## src/inc/p9g_defs.svh

```systemverilog
// Port 9 register offsets, reset values and bit positions
`ifndef P9G_DEFS_SVH
`define P9G_DEFS_SVH
`define P9G_DIR_OFFSET 16'hFFC0
`define P9G_LATCH_OFFSET 16'hFFC1
`define P9G_DIR_RESET_M12 8'h40
`define P9G_DIR_RESET_M3 8'h00
`define P9G_LATCH_RESET 8'h00
`define P9G_CLK_BIT 6
`define P9G_CTRL_OFFSET 16'hFFC4
`define P9G_CTRL_WAIT_BIT 0
`define P9G_CTRL_IIC_BIT 1
`define P9G_CTRL_HOST_STROBE_SELECT_BIT 2
`define P9G_CTRL_INT0_BIT 3
`define P9G_CTRL_INT1_BIT 4
`define P9G_CTRL_INT2_BIT 5
`define P9G_CTRL_TRG_BIT 6
`define P9G_CTRL_SSTBY_BIT 7
`endif

```

## src/inc/p9g_pkg.sv

```systemverilog
// Port 9 shared types
package p9g_pkg;
   typedef enum logic [1:0] {P9G_MODE1, P9G_MODE2, P9G_MODE3, P9G_MODE_RSV} p9g_mode_t;
   typedef enum logic {P9G_IDLE, P9G_RESP} p9g_bus_st_t;
endpackage

```

## src/design/p9g_port9.sv

```systemverilog
// Port 9 GPIO with pin multiplexing and AXI4-Lite register access
`timescale 1ns/10ps
`include "p9g_defs.svh"
module p9g_port9
(
   // Clock and reset
   input wire logic ref_clk,
   input wire logic reset_n,
   // Chip state
   input wire logic [1:0] op_mode,
   input wire logic slave_mode,
   input wire logic hw_standby,
   // Peripheral sources
   input wire logic sys_clk_out,
   input wire logic address_strobe_in,
   input wire logic write_strobe_in,
   input wire logic read_strobe_in,
   input wire logic iic_sda_out,
   input wire logic iic_sda_oe,
   // Pins
   input wire logic [7:0] pin_i,
   output logic [7:0] pin_o,
   output logic [7:0] pin_oe,
   // Peripheral sinks
   output logic wait_in,
   output logic iic_sda_in,
   output logic ext_int_pin0,
   output logic ext_int_pin1,
   output logic ext_int_pin2,
   output logic adc_trigger_pin,
   output logic host_write_strobe,
   output logic host_chip_select2,
   // AXI4-Lite slave
   input wire logic [15:0] s_axi_awaddr,
   input wire logic s_axi_awvalid,
   output logic s_axi_awready,
   input wire logic [31:0] s_axi_wdata,
   input wire logic [3:0] s_axi_wstrb,
   input wire logic s_axi_wvalid,
   output logic s_axi_wready,
   output logic [1:0] s_axi_bresp,
   output logic s_axi_bvalid,
   input wire logic s_axi_bready,
   input wire logic [15:0] s_axi_araddr,
   input wire logic s_axi_arvalid,
   output logic s_axi_arready,
   output logic [31:0] s_axi_rdata,
   output logic [1:0] s_axi_rresp,
   output logic s_axi_rvalid,
   input wire logic s_axi_rready
);
   logic [7:0] pin_m_q;
   logic [7:0] pin_s_q;
   logic [7:0] dir_q;
   logic [7:0] latch_q;
   logic [7:0] ctrl_q;
   logic [1:0] mode_q;
   logic mode12;
   logic host_sel;
   logic wait_sel;
   logic iic_sel;
   logic [7:0] oe_d;
   logic [7:0] out_d;
   logic [15:0] aw_q;
   logic aw_have_q;
   logic [7:0] wd_q;
   logic w_have_q;
   logic wbe_q;
   p9g_pkg::p9g_bus_st_t wr_st_q;
   logic wr_go;
   logic wr_hit;

   // Mode is taken by a clocked process so op_mode never enters the reset path
   always_ff @(posedge ref_clk)
      mode_q <= op_mode;

   // Pins are asynchronous: two stages before any logic looks at them
   always_ff @(posedge ref_clk)
   begin
      pin_m_q <= pin_i;
      pin_s_q <= pin_m_q;
   end

   assign mode12 = (mode_q != 2'(p9g_pkg::P9G_MODE3));
   assign host_sel = slave_mode & ctrl_q[`P9G_CTRL_HOST_STROBE_SELECT_BIT];
   assign wait_sel = mode12 & ctrl_q[`P9G_CTRL_WAIT_BIT];
   assign iic_sel = ~wait_sel & ctrl_q[`P9G_CTRL_IIC_BIT];

   // Write channel: address and data may arrive in either order
   assign wr_go = aw_have_q & w_have_q & (wr_st_q == p9g_pkg::P9G_IDLE);
   assign wr_hit = wr_go & wbe_q; // A write without byte 0 is answered but changes nothing

   always_ff @(posedge ref_clk)
   begin
      if (!reset_n)
      begin
         aw_have_q <= 1'b0;
         aw_q <= 16'h0000;
         s_axi_awready <= 1'b0;
      end
      else if (s_axi_awvalid & s_axi_awready)
      begin
         aw_q <= s_axi_awaddr;
         aw_have_q <= 1'b1;
         s_axi_awready <= 1'b0;
      end
      else if (wr_go)
      begin
         aw_have_q <= 1'b0;
      end
      else
      begin
         s_axi_awready <= ~aw_have_q & (wr_st_q == p9g_pkg::P9G_IDLE);
      end
   end

   always_ff @(posedge ref_clk)
   begin
      if (!reset_n)
      begin
         w_have_q <= 1'b0;
         wd_q <= 8'h00;
         wbe_q <= 1'b0;
         s_axi_wready <= 1'b0;
      end
      else if (s_axi_wvalid & s_axi_wready)
      begin
         wd_q <= s_axi_wdata[7:0];
         w_have_q <= 1'b1;
         wbe_q <= s_axi_wstrb[0];
         s_axi_wready <= 1'b0;
      end
      else if (wr_go)
      begin
         w_have_q <= 1'b0;
      end
      else
      begin
         s_axi_wready <= ~w_have_q & (wr_st_q == p9g_pkg::P9G_IDLE);
      end
   end

   // Write response, OKAY for mapped offsets, SLVERR elsewhere
   always_ff @(posedge ref_clk)
   begin
      if (!reset_n)
      begin
         wr_st_q <= p9g_pkg::P9G_IDLE;
         s_axi_bvalid <= 1'b0;
         s_axi_bresp <= 2'h0;
      end
      else
      begin
         case (wr_st_q)
            p9g_pkg::P9G_IDLE:
               if (wr_go)
               begin
                  wr_st_q <= p9g_pkg::P9G_RESP;
                  s_axi_bvalid <= 1'b1;
                  if (aw_q == `P9G_DIR_OFFSET || aw_q == `P9G_LATCH_OFFSET
                      || aw_q == `P9G_CTRL_OFFSET)
                     s_axi_bresp <= 2'h0;
                  else
                     s_axi_bresp <= 2'h2;
               end
            default:
               if (s_axi_bready)
               begin
                  wr_st_q <= p9g_pkg::P9G_IDLE;
                  s_axi_bvalid <= 1'b0;
               end
         endcase
      end
   end

   // Direction register; hardware standby reloads it, software standby keeps it
   always_ff @(posedge ref_clk)
   begin
      if (!reset_n || hw_standby)
         dir_q <= `P9G_DIR_RESET_M3; // Mode-dependent bit 6 added below
      else if (wr_hit && aw_q == `P9G_DIR_OFFSET && w_have_q)
         dir_q <= wd_q;
   end

   // Control register of enables and standby flag
   always_ff @(posedge ref_clk)
   begin
      if (!reset_n)
         ctrl_q <= 8'h00;
      else if (wr_hit && aw_q == `P9G_CTRL_OFFSET)
         ctrl_q <= wd_q;
   end

   // Data latch; bit 6 has no storage worth keeping since it reads the pin
   always_ff @(posedge ref_clk)
   begin
      if (!reset_n || hw_standby)
         latch_q <= `P9G_LATCH_RESET;
      else if (wr_hit && aw_q == `P9G_LATCH_OFFSET)
         latch_q <= wd_q;
   end

   // Effective direction: bit 6 forced high in modes 1 and 2, ignoring writes
   function automatic logic [7:0] p9g_eff_dir(input logic [7:0] d, input logic m12);
      logic [7:0] r;
      r = d;
      if (m12)
         r[`P9G_CLK_BIT] = 1'b1;
      return r;
   endfunction

   // Pin ownership and drive
   always_comb
   begin
      oe_d = p9g_eff_dir(dir_q, mode12);
      out_d = latch_q;
      out_d[`P9G_CLK_BIT] = sys_clk_out;
      if (wait_sel)
         oe_d[7] = 1'b0;
      else if (iic_sel)
      begin
         oe_d[7] = iic_sda_oe;
         out_d[7] = iic_sda_out;
      end
      if (mode12)
      begin
         oe_d[5:3] = 3'h7;
         out_d[5] = address_strobe_in;
         out_d[4] = write_strobe_in;
         out_d[3] = read_strobe_in;
      end
      if (host_sel)
         oe_d[1:0] = 2'h0;
   end

   always_ff @(posedge ref_clk)
   begin
      if (!reset_n)
      begin
         pin_oe <= 8'h00;
         pin_o <= 8'h00;
      end
      else
      begin
         pin_oe <= oe_d;
         pin_o <= out_d;
      end
   end

   // Input functions fed from synchronised pins (active-low lines pass as is)
   always_ff @(posedge ref_clk)
   begin
      if (!reset_n)
      begin
         wait_in <= 1'b1;
         iic_sda_in <= 1'b1;
         ext_int_pin0 <= 1'b1;
         ext_int_pin1 <= 1'b1;
         ext_int_pin2 <= 1'b1;
         adc_trigger_pin <= 1'b1;
         host_write_strobe <= 1'b1;
         host_chip_select2 <= 1'b1;
      end
      else
      begin
         wait_in <= wait_sel ? pin_s_q[7] : 1'b1;
         iic_sda_in <= iic_sel ? pin_s_q[7] : 1'b1;
         ext_int_pin0 <= ctrl_q[`P9G_CTRL_INT0_BIT] ? pin_s_q[2] : 1'b1;
         ext_int_pin1 <= ctrl_q[`P9G_CTRL_INT1_BIT] ? pin_s_q[1] : 1'b1;
         ext_int_pin2 <= ctrl_q[`P9G_CTRL_INT2_BIT] ? pin_s_q[0] : 1'b1;
         adc_trigger_pin <= (ctrl_q[`P9G_CTRL_TRG_BIT] & ~host_sel) ? pin_s_q[0] : 1'b1;
         host_write_strobe <= host_sel ? pin_s_q[1] : 1'b1;
         host_chip_select2 <= host_sel ? pin_s_q[0] : 1'b1;
      end
   end

   // Read channel, one cycle from address to data
   always_ff @(posedge ref_clk)
   begin
      if (!reset_n)
      begin
         s_axi_arready <= 1'b0;
         s_axi_rvalid <= 1'b0;
         s_axi_rdata <= 32'h00000000;
         s_axi_rresp <= 2'h0;
      end
      else if (s_axi_rvalid)
      begin
         if (s_axi_rready)
            s_axi_rvalid <= 1'b0;
         s_axi_arready <= 1'b0;
      end
      else if (s_axi_arvalid & s_axi_arready)
      begin
         s_axi_arready <= 1'b0;
         s_axi_rvalid <= 1'b1;
         s_axi_rresp <= 2'h0;
         if (s_axi_araddr == `P9G_DIR_OFFSET)
            s_axi_rdata <= {24'h000000, 8'hFF};
         else if (s_axi_araddr == `P9G_LATCH_OFFSET)
         begin
            // Output bits other than 6 show the latch, inputs and bit 6 the pin, for any owner
            s_axi_rdata[7:0] <= (p9g_eff_dir(dir_q, mode12) & latch_q)
                              | (~p9g_eff_dir(dir_q, mode12) & pin_s_q);
            s_axi_rdata[`P9G_CLK_BIT] <= pin_s_q[`P9G_CLK_BIT];
            s_axi_rdata[31:8] <= 24'h000000;
         end
         else if (s_axi_araddr == `P9G_CTRL_OFFSET)
            s_axi_rdata <= {24'h000000, ctrl_q};
         else
         begin
            s_axi_rdata <= 32'h00000000;
            s_axi_rresp <= 2'h2;
         end
      end
      else
         s_axi_arready <= 1'b1;
   end
endmodule

```

## config.mk

```make
export PLATFORM = sky130hd
export DESIGN_NAME = p9g_port9
export DESIGN_NICKNAME = d
export VERILOG_FILES = /design/src/inc/p9g_pkg.sv /design/src/design/p9g_port9.sv
export VERILOG_INCLUDE_DIRS = /design/src /design/src/inc
export SDC_FILE = /design/constraint.sdc
export NUM_CORES = 1
export LEC_CHECK = 0
export ABC_AREA = 1
export BUFFER_PORTS_ARGS = -buffer_cell sky130_fd_sc_hd__clkbuf_2
export CAP_MARGIN = 30
export CORE_MARGIN = 10
export CORE_UTILIZATION = 40
export DETAILED_ROUTE_END_ITERATION = 12
export PLACE_DENSITY = 0.76
export SETUP_SLACK_MARGIN = 0.4
export SYNTH_ARGS = -nofsm -noshare
export SYNTH_HDL_FRONTEND = slang
export SYNTH_SLANG_ARGS = --single-unit
```

## constraint.sdc

```tcl
create_clock -name ref_clk -period 2 [get_ports ref_clk]
set_input_delay 0.4 -clock ref_clk [delete_from_list [all_inputs] [get_ports ref_clk]]
set_output_delay 0.4 -clock ref_clk [all_outputs]
set_load 0.1 [all_outputs]
```

==> impl.org <==
** Finish
- Share of final-layout standard cells stronger than drive strength 1 :: 21.88%
- Filler instances :: 1050
- Number of inserted diodes :: 0
- # nets final :: ~770
- Compared with the post-synthesis result, the final layout area differs by 19.15%.

** Placement
- Input and output buffers added on the ports amount to approximately 100.
- Once detailed placement completed, the half-perimeter wirelength came to between 8000 and 9000 µm.
- Final RePlAce weighted congestion :: roughly 0.85
- Before CTS, the worst setup slack after placement is ~360 ps.

** Critical path
- Crit path max-delay family :: buffers and inverters
- WP buf/inv :: 1
- Critical Path Fanout Max :: 1
- Data arrives at the worst endpoint at approximately 1200 ps.
- In this design, the stage delay of the slowest critical-path cell is around 450 ps.
- Walking the worst path, the cells encountered are clkbuf_2.
- Setup CP Type :: reg -> out
- For flop-to-flop paths, the worst setup slack is ~600 ps.
- For the worst setup path, the data required time is approximately 1600 ps.
- Nature of the critical path endpoint :: output pin
- Cell with the largest stage delay on the worst path :: sky130_fd_sc_hd__clkbuf_2
- Kind of start point of the critical path :: flip-flop

** Synth
- The synthesized netlist occupies a cell area of between 4000 and 5000 µm².
- Synthesis produced around 570 cells.
- In the post-synthesis netlist, the cell with the most instances is sky130_fd_sc_hd__nor2_1.
- Area share of the largest cell type after synthesis :: between 50 and 60%
- Post-synthesis area per instance :: ~7.6 µm²
- Sequential cells were found to cover about half of the synthesized design area.
- Most used standard cells in the synthesized netlist :: sky130_fd_sc_hd__nor2_1, sky130_fd_sc_hd__dfxtp_1, sky130_fd_sc_hd__nand2_1, sky130_fd_sc_hd__inv_1, sky130_fd_sc_hd__o21ai_0
- Top cells by area in the synthesized netlist :: sky130_fd_sc_hd__dfxtp_1, sky130_fd_sc_hd__nor2_1, sky130_fd_sc_hd__nand2_1, sky130_fd_sc_hd__inv_1, sky130_fd_sc_hd__o21ai_0
- For this run, asynchronously set or reset flops after synthesis account for 0%.
- Counting flops with a built-in enable in the synthesized netlist gives 0.
- For this run, the leading register cell type out of synthesis is sky130_fd_sc_hd__dfxtp_1.
- Area leader, netlist :: sky130_fd_sc_hd__dfxtp_1
- After synthesis, the netlist uses 24 different library cells.
- After synthesis the netlist holds a flip-flop and latch count of roughly 110.
- Yosys printed 0 warnings.

** Min path
- The path class of the tightest hold or removal check is in -> reg.

** GRT
- Overall track demand over capacity in global routing :: between 10% and 20%
- For this run the aggregate overflow at the end of global routing stands at 0.
- The via count of the first global-routing pass is between 3000 and 4000.
- Number of antenna violations at the first check in global routing :: 0
- Largest net degree at the start of global routing :: 31
- Global-route wire length before repair :: roughly 17000 µm

** Floorplanning
- Floorplan die width :: 123.6 µm
- After floorplanning, the core was divided into 37 placement rows.
- Vertical die dimension :: about 120 µm
- Core region area :: 10370 µm²
- Once the floorplan was initialized, standard cells occupied between 40% and 50% of the core.
- For this design the top-level I/O count stands at approximately 160.
- Die Outline Area :: around 15000 µm²

** STA
- Worst slew pin tran :: 558.1 ps
- Final Slew Violations :: 0
- Maximum clock skew at final layout :: roughly 13 ps
- Static timing analysis puts the maximum clock frequency at around 640 MHz.
- Final count of hold timing violations :: 0
- Of the available clock period, the critical path in the final layout requires 77.81%.
- Relative slew slack :: 62.65%
- Hold timing on the final database bottoms out at a slack of 108.1 ps.
- Unrepaired setup endpoints after global routing :: no
- For the finished layout, the period the worst path requires is approximately 1600 ps.
- Final WS setup :: 443.7 ps
- Setup violations remaining at the end of the flow were counted as 0.
- Final setup TNS :: 0 ps

** Detailed routing
- Iter 0 DRT Violations :: ~160
- Final routed wire length divided by cell count :: about 13 µm
- Vias post-DR :: 3730
- Dividing the detail-routed via count by the number of cells gives 4.565.
- After detailed routing, the total wire length is ~10000 µm.
- For this run, design rule violations remaining after detail routing come to 0.
- The count of nets left with antenna violations once routing finished came out at 0.
- Pre-antenna DRT Iters :: 4

** Clocking
- The clock drives around 110 sinks.
- Later-pin clock latency in the skew report :: about 380 ps
- The longest clock path from root to sink contains 2 buffers.
- Buffers inserted during clock tree synthesis total 9.
- TritonCTS clock tree :: yes
- Clock tree synthesis selected as its root buffer the cell sky130_fd_sc_hd__clkbuf_8.
- After clock tree synthesis, the flow added hold-fix buffers numbering 0.
- Clk pin slew, worst setup/hold paths :: about 120 ps
- H-Tree Depth :: 3
- Once the clock tree was built, the setup fixing pass inserted 0 buffers.

** Job
- # Max-Cap Violations :: 0

** Run status
- The run finished with clean final reports.

** Power and ir drop
- Leakage component of the power :: ~2.6 nW
- VDD sags by at most 0.4756 mV.
- For this design the ratio of total power to cell area is ~860 nW/µm².
registers in the layout, summed over array words and instances, names as in the netlist, 2 cells and up:
| signal | cells |
|---|---|
| aw_q | 16 |
| ctrl_q | 8 |
| dir_q | 8 |
| pin_m_q | 8 |
| pin_o | 8 |
| pin_oe | 8 |
| pin_s_q | 8 |
| s_axi_rdata | 8 |
| wd_q | 8 |
| latch_q | 7 |
| mode_q | 2 |
power breakdown:
part	switching (mW)	total [mW]	leakage [nW]	internal, mW
clock network	0.821	1.32	0.102	0.498
registers	0.0504	2.29	0.888	2.24
logic	0.629	0.780	1.59	0.151
area by class of cell:
class / instances / area [µm²] / area share [%]
clock buffers: 9 / 123.9 / 2.422
clock inverters: 7 / 78.83 / 1.541
inverters: 65 / 249.0 / 4.868
multi-input cells: 379 / 1705 / 33.34
flip-flops and latches: 108 / 2170 / 42.42
well taps: 136 / 170.2 / 3.327
repair buffers: 113 / 618.1 / 12.08
repair_timing:
item,4_1_cts,5_1_grt
gates resized for setup,11,24
endpoints found under the hold margin,0,0
setup endpoints to repair,11,26
stage by stage:
stage / utilization (%) / cell area [µm²] / total power, mW / cells
after global placement: 47.03 / 4877 / 3.101 / 801
after floorplan: - / 4394 / 2.995 / 592
after detailed placement: 47.03 / 4877 / 3.116 / 801
after global routing: 49.32 / 5115 / 4.598 / 817
final: 49.32 / 5115 / 4.393 / 817
after CTS: 49.25 / 5107 / 4.436 / 817
cells in the final DEF, fill, tap and decap left out:
cell | Yosys | final
sky130_fd_sc_hd__nor2_1 | 125 | 125
sky130_fd_sc_hd__nand2_1 | 104 | 104
sky130_fd_sc_hd__dfxtp_1 | 108 | 104
sky130_fd_sc_hd__clkbuf_2 | 0 | 71
sky130_fd_sc_hd__inv_1 | 64 | 64
sky130_fd_sc_hd__o21ai_0 | 41 | 41
sky130_fd_sc_hd__nand3_1 | 33 | 32
sky130_fd_sc_hd__conb_1 | 1 | 26
sky130_fd_sc_hd__buf_2 | 1 | 21
sky130_fd_sc_hd__a21oi_1 | 14 | 14
sky130_fd_sc_hd__clkbuf_4 | 0 | 12
sky130_fd_sc_hd__nand4_1 | 10 | 10
sky130_fd_sc_hd__clkbuf_8 | 0 | 9
sky130_fd_sc_hd__buf_4 | 27 | 9
sky130_fd_sc_hd__a21boi_0 | 7 | 7
sky130_fd_sc_hd__nor2_2 | 4 | 4
sky130_fd_sc_hd__inv_6 | 1 | 4
sky130_fd_sc_hd__nor2_8 | 3 | 3
sky130_fd_sc_hd__nand2_2 | 3 | 3
sky130_fd_sc_hd__dfxtp_2 | 0 | 3
sky130_fd_sc_hd__a211oi_1 | 2 | 2
sky130_fd_sc_hd__nand2_4 | 2 | 2
sky130_fd_sc_hd__nor3_1 | 2 | 2
sky130_fd_sc_hd__clkinv_8 | 0 | 2
sky130_fd_sc_hd__nand3_4 | 1 | 1
sky130_fd_sc_hd__nor2_4 | 1 | 1
sky130_fd_sc_hd__nand3b_1 | 1 | 1
sky130_fd_sc_hd__nand3_2 | 0 | 1
sky130_fd_sc_hd__inv_8 | 0 | 1
sky130_fd_sc_hd__clkinv_4 | 0 | 1
sky130_fd_sc_hd__dfxtp_4 | 0 | 1
final timing paths:
check / from / end / cells after the start
min reg2reg: pin_m_q[2]$_DFF_P_ / pin_s_q[2]$_DFF_P_ / 0
min: pin_i[1] / pin_m_q[1]$_DFF_P_ / 1
max: pin_o[4]$_SDFF_PN0_ / pin_o[4] / 1
max reg2reg: aw_have_q$_SDFFE_PN0P_ / ctrl_q[4]$_SDFFE_PN0P_ / 8
kinds of logic after synthesis:
kind of cell / after synthesis / share of synthesized area, %
buffers and inverters: 105 / 12.21
other: 1 / 0.08735
AND/OR/NAND/NOR: 289 / 29.35
flip-flops: 108 / 50.36
AO/OA/AOI/OAI: 64 / 7.986
metal layers:
layer	GRT usage, %	part of all wire, %	vias up
met5	0	0	-
met4	5.677	2.1	0
met3	5.023	9.6	22
met2	22.85	47	129
met1	15.71	42	1651
li1	-	-	1928
Note: power is estimated with default switching activity, not from simulation.
